$ cat src/tmrcs_defines.vh
// constants for the timer control/status block and its counter
`ifndef TMRCS_DEFINES_VH
`define TMRCS_DEFINES_VH

// special-function register addresses
`define TMRCS_ADDR_CTRL 8'h91
`define TMRCS_ADDR_RELOAD_LOW 8'h92
`define TMRCS_ADDR_RELOAD_HIGH 8'h93
`define TMRCS_ADDR_COUNT_LOW 8'h94
`define TMRCS_ADDR_COUNT_HIGH 8'h95

// control/status field positions
`define TMRCS_BIT_HIGH_FLAG 7
`define TMRCS_BIT_LOW_FLAG 6
`define TMRCS_BIT_LOW_IRQ_EN 5
`define TMRCS_BIT_CAPTURE 4
`define TMRCS_BIT_SPLIT 3
`define TMRCS_BIT_RUN 2
`define TMRCS_XCLK_MSB 1
`define TMRCS_XCLK_LSB 0

// reset values and the byte maximum
`define TMRCS_CTRL_RESET 8'h00
`define TMRCS_BYTE_RESET 8'h00
`define TMRCS_BYTE_MAX 8'hFF

// external clock select codes
`define TMRCS_XCLK_DIV12 2'h0
`define TMRCS_XCLK_OSC8 2'h1
`define TMRCS_XCLK_DIV12_ALT 2'h2
`define TMRCS_XCLK_CMP 2'h3

// divider ratios
`define TMRCS_SYSTEM_CLOCK_DIV 12
`define TMRCS_OSC_DIV 8

`endif

$ cat src/tmrcs_top.v
// timer control/status register with its 16-bit / split 8-bit counter
// Summary of operation
// - high overflow flag sets when upper count byte rolls over from FF to its reload value
// - in 16-bit mode high flag sets when full count wraps from FFFF to the reload value
// - set high flag raises timer interrupt request while timer interrupt enabled
// - hardware never clears overflow flags; only software writing zero clears them
// - low overflow flag sets on every low byte rollover, any mode
// - low flag requests interrupt when low irq enable and timer interrupt enabled
// - capture mode enable bit one puts timer in capture mode
// - split select one: two independent 8-bit auto-reload counters
// - split select zero: single 16-bit auto-reload counter
// - run bit starts timer; in split mode gates only upper byte
// - clock select picks external clock and capture trigger source
// - capture event copies count into reload registers and sets high flag
// - 16-bit rollover loads reload value into counting registers
`timescale 1ns/1ps
`default_nettype none
`include "tmrcs_defines.vh"

module tmrcs_top #(
   parameter SYSTEM_CLOCK_DIV = `TMRCS_SYSTEM_CLOCK_DIV,
   parameter OSC_DIV = `TMRCS_OSC_DIV
) (
   input wire mclk,
   input wire resetn,
   input wire [7:0] sfr_addr,
   input wire sfr_wr,
   input wire sfr_rd,
   input wire [7:0] sfr_wdata,
   output reg [7:0] sfr_rdata,
   input wire timer_irq_enable,
   input wire high_use_system_clock,
   input wire low_use_system_clock,
   input wire ext_osc_pin,
   input wire comparator_pin,
   output reg timer_irq_request,
   output reg high_overflow_pulse,
   output reg low_overflow_pulse
);

   reg [7:0] timer_control_status;
   reg [7:0] count_low_byte;
   reg [7:0] count_high_byte;
   reg [7:0] reload_low_byte;
   reg [7:0] reload_high_byte;
   reg [3:0] div12_count;
   reg [2:0] osc_edge_count;
   reg osc_prev;
   reg cmp_prev;
   wire osc_level;
   wire cmp_level;

   wire high_overflow_flag = timer_control_status[`TMRCS_BIT_HIGH_FLAG];
   wire low_overflow_flag = timer_control_status[`TMRCS_BIT_LOW_FLAG];
   wire low_overflow_irq_enable = timer_control_status[`TMRCS_BIT_LOW_IRQ_EN];
   wire capture_mode_enable = timer_control_status[`TMRCS_BIT_CAPTURE];
   wire split_mode_select = timer_control_status[`TMRCS_BIT_SPLIT];
   wire run_control = timer_control_status[`TMRCS_BIT_RUN];
   wire [1:0] external_clock_select =
      timer_control_status[`TMRCS_XCLK_MSB:`TMRCS_XCLK_LSB];

   // pins come from outside the clock domain
   tmrcs_sync osc_sync (
      .mclk(mclk),
      .resetn(resetn),
      .pin(ext_osc_pin),
      .level(osc_level)
   );

   tmrcs_sync cmp_sync (
      .mclk(mclk),
      .resetn(resetn),
      .pin(comparator_pin),
      .level(cmp_level)
   );

   // tick sources: system clock / 12, oscillator / 8, comparator rising edge
   wire div12_tick = (div12_count == SYSTEM_CLOCK_DIV[3:0] - 4'h1);
   wire osc_rise = osc_level & ~osc_prev;
   wire osc8_tick = osc_rise & (osc_edge_count == OSC_DIV[2:0] - 3'h1);
   wire cmp_rise = cmp_level & ~cmp_prev;

   always @(posedge mclk or negedge resetn) begin
      if (!resetn) begin
         div12_count <= 4'h0;
         osc_edge_count <= 3'h0;
         osc_prev <= 1'b0;
         cmp_prev <= 1'b0;
      end else begin
         osc_prev <= osc_level;
         cmp_prev <= cmp_level;
         if (div12_tick) begin
            div12_count <= 4'h0;
         end else begin
            div12_count <= div12_count + 4'h1;
         end
         if (osc_rise) begin
            osc_edge_count <= osc8_tick ? 3'h0 : osc_edge_count + 3'h1;
         end
      end
   end

   reg ext_tick;
   reg capture_trigger;

   // 10 is treated like 00 for both clock and trigger
   always @* begin
      ext_tick = div12_tick;
      capture_trigger = cmp_rise;
      if (external_clock_select == `TMRCS_XCLK_OSC8) begin
         ext_tick = osc8_tick;
         capture_trigger = osc8_tick;
      end else if (external_clock_select == `TMRCS_XCLK_CMP) begin
         ext_tick = cmp_rise;
         capture_trigger = osc8_tick;
      end
   end

   wire low_tick = low_use_system_clock | ext_tick;
   wire high_tick = high_use_system_clock | ext_tick;

   // split: low always runs, high gated by run; 16-bit: both gated by run
   wire low_inc = split_mode_select ? low_tick : (run_control & low_tick);
   wire high_inc = split_mode_select ? (run_control & high_tick)
                                     : (low_inc & (count_low_byte == `TMRCS_BYTE_MAX));
   wire low_roll = low_inc & (count_low_byte == `TMRCS_BYTE_MAX);
   wire high_roll = high_inc & (count_high_byte == `TMRCS_BYTE_MAX);
   wire capture_event = capture_mode_enable & capture_trigger;

   wire wr_ctrl = sfr_wr & (sfr_addr == `TMRCS_ADDR_CTRL);
   wire wr_rll = sfr_wr & (sfr_addr == `TMRCS_ADDR_RELOAD_LOW);
   wire wr_rlh = sfr_wr & (sfr_addr == `TMRCS_ADDR_RELOAD_HIGH);
   wire wr_cl = sfr_wr & (sfr_addr == `TMRCS_ADDR_COUNT_LOW);
   wire wr_ch = sfr_wr & (sfr_addr == `TMRCS_ADDR_COUNT_HIGH);

   wire set_high = high_roll | capture_event;
   wire set_low = low_roll;

   reg [7:0] next_control;

   always @* begin
      next_control = timer_control_status;
      if (wr_ctrl) begin
         next_control = sfr_wdata;
      end
      // only software can clear a flag; a same-cycle set overrides it
      if (set_high) begin
         next_control[`TMRCS_BIT_HIGH_FLAG] = 1'b1;
      end
      if (set_low) begin
         next_control[`TMRCS_BIT_LOW_FLAG] = 1'b1;
      end
   end

   reg [7:0] next_low;
   reg [7:0] next_high;

   // in 16-bit mode the low byte reloads only with the full wrap
   always @* begin
      next_low = count_low_byte;
      next_high = count_high_byte;
      if (split_mode_select) begin
         if (low_roll) begin
            next_low = reload_low_byte;
         end else if (low_inc) begin
            next_low = count_low_byte + 8'h01;
         end
         if (high_roll) begin
            next_high = reload_high_byte;
         end else if (high_inc) begin
            next_high = count_high_byte + 8'h01;
         end
      end else if (high_roll) begin
         next_low = reload_low_byte;
         next_high = reload_high_byte;
      end else if (low_inc) begin
         next_low = count_low_byte + 8'h01;
         if (high_inc) begin
            next_high = count_high_byte + 8'h01;
         end
      end
      // a software write to a count byte takes priority over counting
      if (wr_cl) begin
         next_low = sfr_wdata;
      end
      if (wr_ch) begin
         next_high = sfr_wdata;
      end
   end

   always @(posedge mclk or negedge resetn) begin
      if (!resetn) begin
         timer_control_status <= `TMRCS_CTRL_RESET;
         count_low_byte <= `TMRCS_BYTE_RESET;
         count_high_byte <= `TMRCS_BYTE_RESET;
         reload_low_byte <= `TMRCS_BYTE_RESET;
         reload_high_byte <= `TMRCS_BYTE_RESET;
      end else begin
         timer_control_status <= next_control;
         count_low_byte <= next_low;
         count_high_byte <= next_high;
         // capture snapshot is the count before this cycle's increment
         if (capture_event) begin
            reload_low_byte <= count_low_byte;
            reload_high_byte <= count_high_byte;
         end else begin
            if (wr_rll) begin
               reload_low_byte <= sfr_wdata;
            end
            if (wr_rlh) begin
               reload_high_byte <= sfr_wdata;
            end
         end
      end
   end

   reg [7:0] read_mux;

   always @* begin
      if (sfr_addr == `TMRCS_ADDR_CTRL) begin
         read_mux = timer_control_status;
      end else if (sfr_addr == `TMRCS_ADDR_RELOAD_LOW) begin
         read_mux = reload_low_byte;
      end else if (sfr_addr == `TMRCS_ADDR_RELOAD_HIGH) begin
         read_mux = reload_high_byte;
      end else if (sfr_addr == `TMRCS_ADDR_COUNT_LOW) begin
         read_mux = count_low_byte;
      end else if (sfr_addr == `TMRCS_ADDR_COUNT_HIGH) begin
         read_mux = count_high_byte;
      end else begin
         read_mux = 8'h00;
      end
   end

   // request follows the enabled flags one cycle late, held until they are cleared or timer_irq_enable drops
   always @(posedge mclk or negedge resetn) begin
      if (!resetn) begin
         sfr_rdata <= 8'h00;
         timer_irq_request <= 1'b0;
         high_overflow_pulse <= 1'b0;
         low_overflow_pulse <= 1'b0;
      end else begin
         sfr_rdata <= sfr_rd ? read_mux : 8'h00;
         timer_irq_request <= timer_irq_enable &
            (high_overflow_flag | (low_overflow_flag & low_overflow_irq_enable));
         high_overflow_pulse <= set_high;
         low_overflow_pulse <= set_low;
      end
   end

endmodule // tmrcs_top

`default_nettype wire

$ cat src/tmrcs_sync.v
// three-stage pin synchroniser with agreement filter
`timescale 1ns/1ps
`default_nettype none

module tmrcs_sync (
   input wire mclk,
   input wire resetn,
   input wire pin,
   output reg level
);

   reg stage1;
   reg stage2;
   reg stage3;

   // stage1 feeds only stage2; the filter looks at stages 2 and 3
   always @(posedge mclk or negedge resetn) begin
      if (!resetn) begin
         stage1 <= 1'b0;
         stage2 <= 1'b0;
         stage3 <= 1'b0;
         level <= 1'b0;
      end else begin
         stage1 <= pin;
         stage2 <= stage1;
         stage3 <= stage2;
         if (stage2 == stage3) begin
            level <= stage3;
         end
      end
   end

endmodule // tmrcs_sync

`default_nettype wire

$ cat config.mk
export PLATFORM = sky130hd
export DESIGN_NAME = tmrcs_top
export DESIGN_NICKNAME = d
export VERILOG_FILES = /design/src/tmrcs_top.v /design/src/tmrcs_sync.v
export VERILOG_INCLUDE_DIRS = /design/src
export SDC_FILE = /design/constraint.sdc
export NUM_CORES = 1
export LEC_CHECK = 0
export ABC_CLOCK_PERIOD_IN_PS = 4180
export BUFFER_PORTS_ARGS = -buffer_cell sky130_fd_sc_hd__clkbuf_2
export CORE_MARGIN = 3
export CORE_UTILIZATION = 30
export CTS_BUF_LIST = sky130_fd_sc_hd__clkbuf_16
export DETAILED_ROUTE_END_ITERATION = 10
export HOLD_SLACK_MARGIN = 0.1
export PLACE_DENSITY = 0.55
export SLEW_MARGIN = 10
export SYNTH_ARGS = -nofsm -noshare
export SYNTH_HDL_FRONTEND = slang
export SYNTH_SLANG_ARGS = --single-unit
$ cat constraint.sdc
create_clock -name mclk -period 4.18 [get_ports mclk]
set_clock_uncertainty 0.05 [all_clocks]
set_input_delay 0.209 -clock mclk [delete_from_list [all_inputs] [get_ports mclk]]
set_output_delay 0.209 -clock mclk [all_outputs]
set_load 0.01 [all_outputs]
======== Yosys cells after proc, flatten, opt, wreduce, memory -nomap -nowiden ========
Index checks and enable logic that the tools add are counted.
storage, ports and cells
  bits in registers ....................... 68
  input port bits ......................... 25
  output and inout bits ................... 11
  word-level logic and storage cells ...... 98
operators by class
  $add $sub $neg .......................... 4
  eq/ne operators ......................... 13
  muxes and demuxes ....................... 32
  bitwise gates (word level) .............. 21
  reductions and logical operators ........ 5
operators with widths
  operator               number
  $mux W8                22
  $eq A8 B8 Y1 const B   7
  $add A8 B1 Y8 const B  2
  $and A1 B1 Y1          15
  $mux W1                8
  $reduce_bool A2 Y1     4
  $add A4 B1 Y4 const B  1
  $eq A4 B4 Y1 const B   1
  $mux W4                1
  $or A1 B1 Y1           4
  $reduce_bool A4 Y1     1
  $add A3 B1 Y3 const B  1
  $eq A3 B3 Y1 const B   1
  $mux W3                1
  $eq A1 B1 Y1           2
  $eq A2 B1 Y1 const B   1
  $eq A2 B2 Y1 const B   1
  $not A1 Y1             2

======== Logic depth before layout (Yosys ltp) ========
  depth after elaboration ................. 14
  depth in mapped cells ................... 8
  mapped depth without buffers ............ 7

======== Modules after synthesis ========
Synthesis repeated with hierarchy kept, for this count alone.
second synthesis, totals
  cells, all modules ...................... 373
  area total of the unflattened synthesis .. 3,604.7 um^2
modules (own cells, without submodules)
  module      times used  cells each  area each (um^2)  seq. area each (um^2)
  tmrcs_top   1           363         3,382.0           1,501.4
  tmrcs_sync  2           5           111.4             100.1

======== Least setup slack after synthesis ========
OpenSTA, ideal clock, no wires.
  kind .................................... register to register
  start ................................... reg osc_edge_count[0]
  end ..................................... reg count_high_byte[7]
  setup time .............................. 126 ps
  arrival ................................. 2,151 ps
  data required time ...................... 4,004 ps
  setup slack ............................. 1,853 ps
  stages on the path, launching flop included .. 8
  buffers on the path ..................... 1
  clock period less this slack ............ 2,327 ps
  path through ............................ dfrtp_1 -> ha_1 -> ha_1 -> and3b_1 -> a2111oi_4 -> o32ai_2 -> buf_6 -> a221o_1
on the way
  cells in the longest elaborated chain, start to end .. 13
  elaborated cells on any way between the ends .. 18
  classes of those cells .................. 1 x eq/ne; 9 x mux; 7 x bitwise; 1 x reduce/logical
RTL lines
  element                 line             RTL
  start, declared         tmrcs_top.v:47   reg [2:0] osc_edge_count;
  start signal, assigned  tmrcs_top.v:98   osc_edge_count <= osc8_tick ? 3'h0 : osc_edge_count + 3'h1;
  $eq A3 B3 Y1 *          tmrcs_top.v:80   wire osc8_tick = osc_rise & (osc_edge_count == OSC_DIV[2:0] - 3'h1);
  $and A1 B1 Y1 *         tmrcs_top.v:80
  $mux W1 *               tmrcs_top.v:110  if (external_clock_select == `TMRCS_XCLK_OSC8) begin
  $or A1 B1 Y1            tmrcs_top.v:119  wire low_tick = low_use_system_clock | ext_tick;
  $and A1 B1 Y1           tmrcs_top.v:123  wire low_inc = split_mode_select ? low_tick : (run_control & low_tick);
  $mux W1                 tmrcs_top.v:123
  $and A1 B1 Y1           tmrcs_top.v:125  : (low_inc & (count_low_byte == `TMRCS_BYTE_MAX));
  $mux W1                 tmrcs_top.v:124  wire high_inc = split_mode_select ? (run_control & high_tick)
  $mux W8 (2 in series)   n/a
  $mux W8                 tmrcs_top.v:173  end else if (high_roll) begin
  $mux W8                 tmrcs_top.v:162  if (split_mode_select) begin
  $mux W8                 tmrcs_top.v:186  if (wr_ch) begin
  end signal, assigned    tmrcs_top.v:195  count_high_byte <= `TMRCS_BYTE_RESET;
  end signal, assigned    tmrcs_top.v:201  count_high_byte <= next_high;
  end, declared           tmrcs_top.v:43   reg [7:0] count_high_byte;
Every way passes the cells marked *; elsewhere a longest branch is shown, timed or not. The select of a mux whose other input is x is not followed.
A chain may end at the register's enable or synchronous reset.

======== Worst setup path in the final report ========
  start ................................... reg osc_edge_count[0]
  end ..................................... reg count_high_byte[2]
Same word-level chain as after synthesis.

==> impl_summary.log <==
[metrics] worst setup slack before clock tree synthesis: 1.35 ns
[metrics] global placement routability congestion: 0.850
[metrics] startpoint of the lowest-slack register-to-register path: osc_edge_count[0]$_DFFE_PN0P_
[metrics] data arrival time at the worst-slack endpoint: 3.00 ns
[metrics] number of detailed-route iterations in the first pass: 4
[metrics] WS Path Type: reg -> reg
[metrics] signed area change from the synthesized netlist to the final layout: 17.1%
[metrics] Comb power frac: 0.141
[metrics] post-route DRC violation count: 0
[metrics] status: completed
[metrics] Tightest Pin Transition: 1.08 ns
[metrics] post-synth net total: ~400
[metrics] number of global-route vias before repair: around 3000
[metrics] Distinct cells, synth: 57
[metrics] unrepaired setup endpoints after global routing: false
[metrics] switching power total: roughly 560 µW
[metrics] pwr/cell area: around 430 nW/µm²
[metrics] destination of the critical timing path: count_high_byte[2]$_DFFE_PN0P_
[metrics] root buffer cell: clkbuf_16
[metrics] leading post-synthesis cells by cell area: dfrtp_1 46%, nand2_1 4.6%, mux2i_1 4.6%, o21ai_0 4.0%, a22o_1 2.6%
[metrics] Worst R2R Setup Slack: ~1.3 ns
[metrics] layout cells sized above 1: 0.170
[metrics] post-CTS sizing: 0
[metrics] Max Buffers Root-to-Sink: 2
[metrics] complex-gate fraction of the synthesized area: 0.225
[metrics] syn_area_per_cell: ~10 µm²
[metrics] portion of netlist area occupied by mux cells: 0.0670
[metrics] FILL cells: ~1200
[metrics] pin count of the biggest net entering global routing: 38
[metrics] endpoint of the lowest-slack register-to-register path: count_high_byte[2]$_DFFE_PN0P_
[metrics] remaining antenna violation count: 0
[metrics] synthesized-area fraction occupied by adder cells: 0.0222
[metrics] die height: 117 µm
[metrics] post-route design area: between 4000 and 5000 µm²
[metrics] WL/cell: 17.1 µm
[metrics] number of storage elements in the synthesis netlist: slightly below 70
[metrics] number of hold violations in the final report: 0
[metrics] DIE WIDTH: around 120 µm
[metrics] critical path startpoint: osc_edge_count[0]$_DFFE_PN0P_
[metrics] number of sinks handled by clock tree synthesis: slightly below 70
[metrics] final wirelength: 9910 µm
[metrics] gr usage total: 0.154
[metrics] critical path endpoint category: register
[metrics] CTS tree: done
[metrics] Boundary Pins: 36
[metrics] number of pins with negative max-slew slack in the final report: 0
[metrics] total power: ~1900 µW
[metrics] cell area after placement: approximately 4000 µm²
[metrics] Clk pwr share: 0.373
[metrics] most common cell in the netlist: dfrtp_1
[metrics] Worst slew margin: 0.283
[metrics] number of input and output port buffers inserted: 35
[metrics] switching part of the total: 0.302
[metrics] endpoints failing setup: 0
[metrics] cell area after technology mapping: around 3700 µm²
[metrics] number of warnings printed during yosys synthesis: 0
[metrics] global-route wire length before repair: 16200 µm
[metrics] initial drt markers: approximately 250
[metrics] leading cell types by count after synthesis: 68 x dfrtp_1, 46 x nand2_1, 30 x o21ai_0
[metrics] gr ovfl total: 0
[metrics] sequential element share of the synthesized area: 0.458
[metrics] number of violations of the max-capacitance limit: 0
[metrics] maximum clock rate: 353 MHz
[metrics] fraction of the mapped netlist area in simple logic gates: 0.192
[metrics] average vias per placed instance: roughly 5.3
[metrics] level count of the clock H-tree: 3
[metrics] cell-internal power: ~1300 µW
[metrics] final layout net count: roughly 440
[metrics] fraction of synthesized cell area in xor and xnor cells: 0.00708
[metrics] Flop pwr share: 0.485
[metrics] peak fanout along the critical path: 16
[metrics] placeable core region: about 12000 µm²
[metrics] number of clock buffers inserted by TritonCTS: 9
[metrics] number of rows in the core area: 40
[metrics] crit path launch type: register
[metrics] number of enable flip-flop cells after synthesis: 0
[metrics] most common flop cell mapped by yosys: dfrtp_1
[metrics] worst voltage drop across the vdd grid: approximately 0.19 mV
[metrics] initial standard-cell utilization of the core: 0.308
[metrics] synthesized netlist cell count: approximately 370
[metrics] fraction of synthesized cell area taken by the top area cell type: 0.458
[metrics] die outline area: roughly 14000 µm²
[metrics] Worst Slack Setup Final: about 1.3 ns
[metrics] dominant combinational cell family by area after synthesis: compound AO/OA/AOI/OAI gates
[metrics] total via count in the routed design: roughly 3000
[metrics] share of flip-flops with an asynchronous set or reset: 1.00
[metrics] Antenna Diode Count: 0
[metrics] setup tns final: 0 ns
[metrics] clock transition at the registers of the reported paths: approximately 0.06 ns
[metrics] insertion delay to the later sink of the worst-skew pair: 0.33 ns
[metrics] endpoint required time on the critical path: 4.35 ns
[metrics] static leakage: 0.00193 µW
[metrics] initial antenna violation count: 0
[metrics] most area-hungry cell type in the Yosys netlist: dfrtp_1
[metrics] portion of the clock cycle consumed by the worst path in the final layout: 0.678
[metrics] Detail Placement HPWL: between 7000 and 8000 µm
[metrics] minimum period implied by the final worst setup slack: about 2.8 ns
[metrics] Worst Reg2Reg Path Length in Cells: 8
[metrics] path type of the worst min-delay path: in -> reg
## per-layer routing
metal  GRT usage  wire, µm  vias up
li1            -         -     1472
met1       0.210      4600     1467
met2       0.230      4520       86
met3      0.0339       489       18
met4      0.0757       305        0
met5           0         0        -
## critical path: stages, from the launching register on
cell,delay [ns]
dfrtp_1,0.37
ha_1,0.16
ha_1,0.17
and3b_1,0.25
a2111oi_4,0.09
buf_4,0.21
o32ai_2,0.93
a31oi_1,0.18
a211o_1,0.31
## registers in the layout, indices dropped and copies added, names as in the netlist, 3 cells and up
name	count
timer_control_status	8
count_high_byte	8
sfr_rdata	8
reload_high_byte	8
count_low_byte	8
osc_edge_count	3
div12_count	4
reload_low_byte	8
## power by group through the flow
stage               clock network [µW]  registers, µW  logic [µW]
floorplan                            0            850         199
global placement                     0            910         253
detailed placement                   0            914         263
CTS                                714            903         266
global route                       742            921         307
finish                             695            904         263
## logic make-up after synthesis
logic type | count (synthesis)
compound gates | 115
xor+xnor | 3
fa+ha+maj | 7
buf+inv | 23
flops | 68
mux | 24
simple gates | 133
## what timing repair did
item	in CTS	in global routing
hold buffers	4	0
setup buffers	0	0
endpoints found under the hold margin	34	0
endpoints found under the setup margin	0	0
## stage by stage
| step | hold WS, ns | util | instances |
|---|---|---|---|
| CTS | 0.129 | 0.360 | 579 |
| floorplan | -0.137 | - | 373 |
| detailed placement | 0.253 | 0.334 | 559 |
| finish | 0.139 | 0.361 | 579 |
| global route | 0.152 | 0.361 | 579 |
| global placement | 0.251 | 0.334 | 559 |
## layout by cell type (no fill, tap or decap), drive strengths merged, types with 5 or more instances in the layout
cell type,instances
a21boi,7
a21o,9
a21oi,10
a22o,11
a22oi,7
and3,8
clkbuf,43
clkinvlp,6
dfrtp,68
ha,5
mux2,7
mux2i,17
nand2,46
nand2b,6
nand3,18
nand4,7
nor2,13
nor2b,8
nor3,9
o211ai,7
o21a,5
o21ai,30
o2bb2ai,5
## layout make-up
cell class                 count  area, µm²  share of cell area
clock buffer                   9        225              0.0518
timing repair buffer          41        230              0.0529
multi-input combinational    282       1910               0.440
inverter                       4       15.0             0.00345
clock inverter                 7       53.8              0.0124
sequential                    68       1700               0.391
tap                          168        210              0.0483
## worst min path at each step
| stage | from | end | slack, ns | cells after the start |
|---|---|---|---|---|
| after global routing | sfr_rd | sfr_rdata[1]$_DFF_PN0_ | 0.15 | 2 |
| final | sfr_rd | sfr_rdata[7]$_DFF_PN0_ | 0.14 | 3 |
| after CTS | sfr_rd | sfr_rdata[7]$_DFF_PN0_ | 0.13 | 3 |
| after global placement | resetn | reload_high_byte[5]$_DFFE_PN0P_ | 0.25 | 1 |
| after detailed placement | resetn | reload_high_byte[7]$_DFFE_PN0P_ | 0.25 | 1 |
| after floorplan | resetn | cmp_prev$_DFF_PN0_ | -0.14 | 0 |
Note: power is estimated with default switching activity, not from simulation.
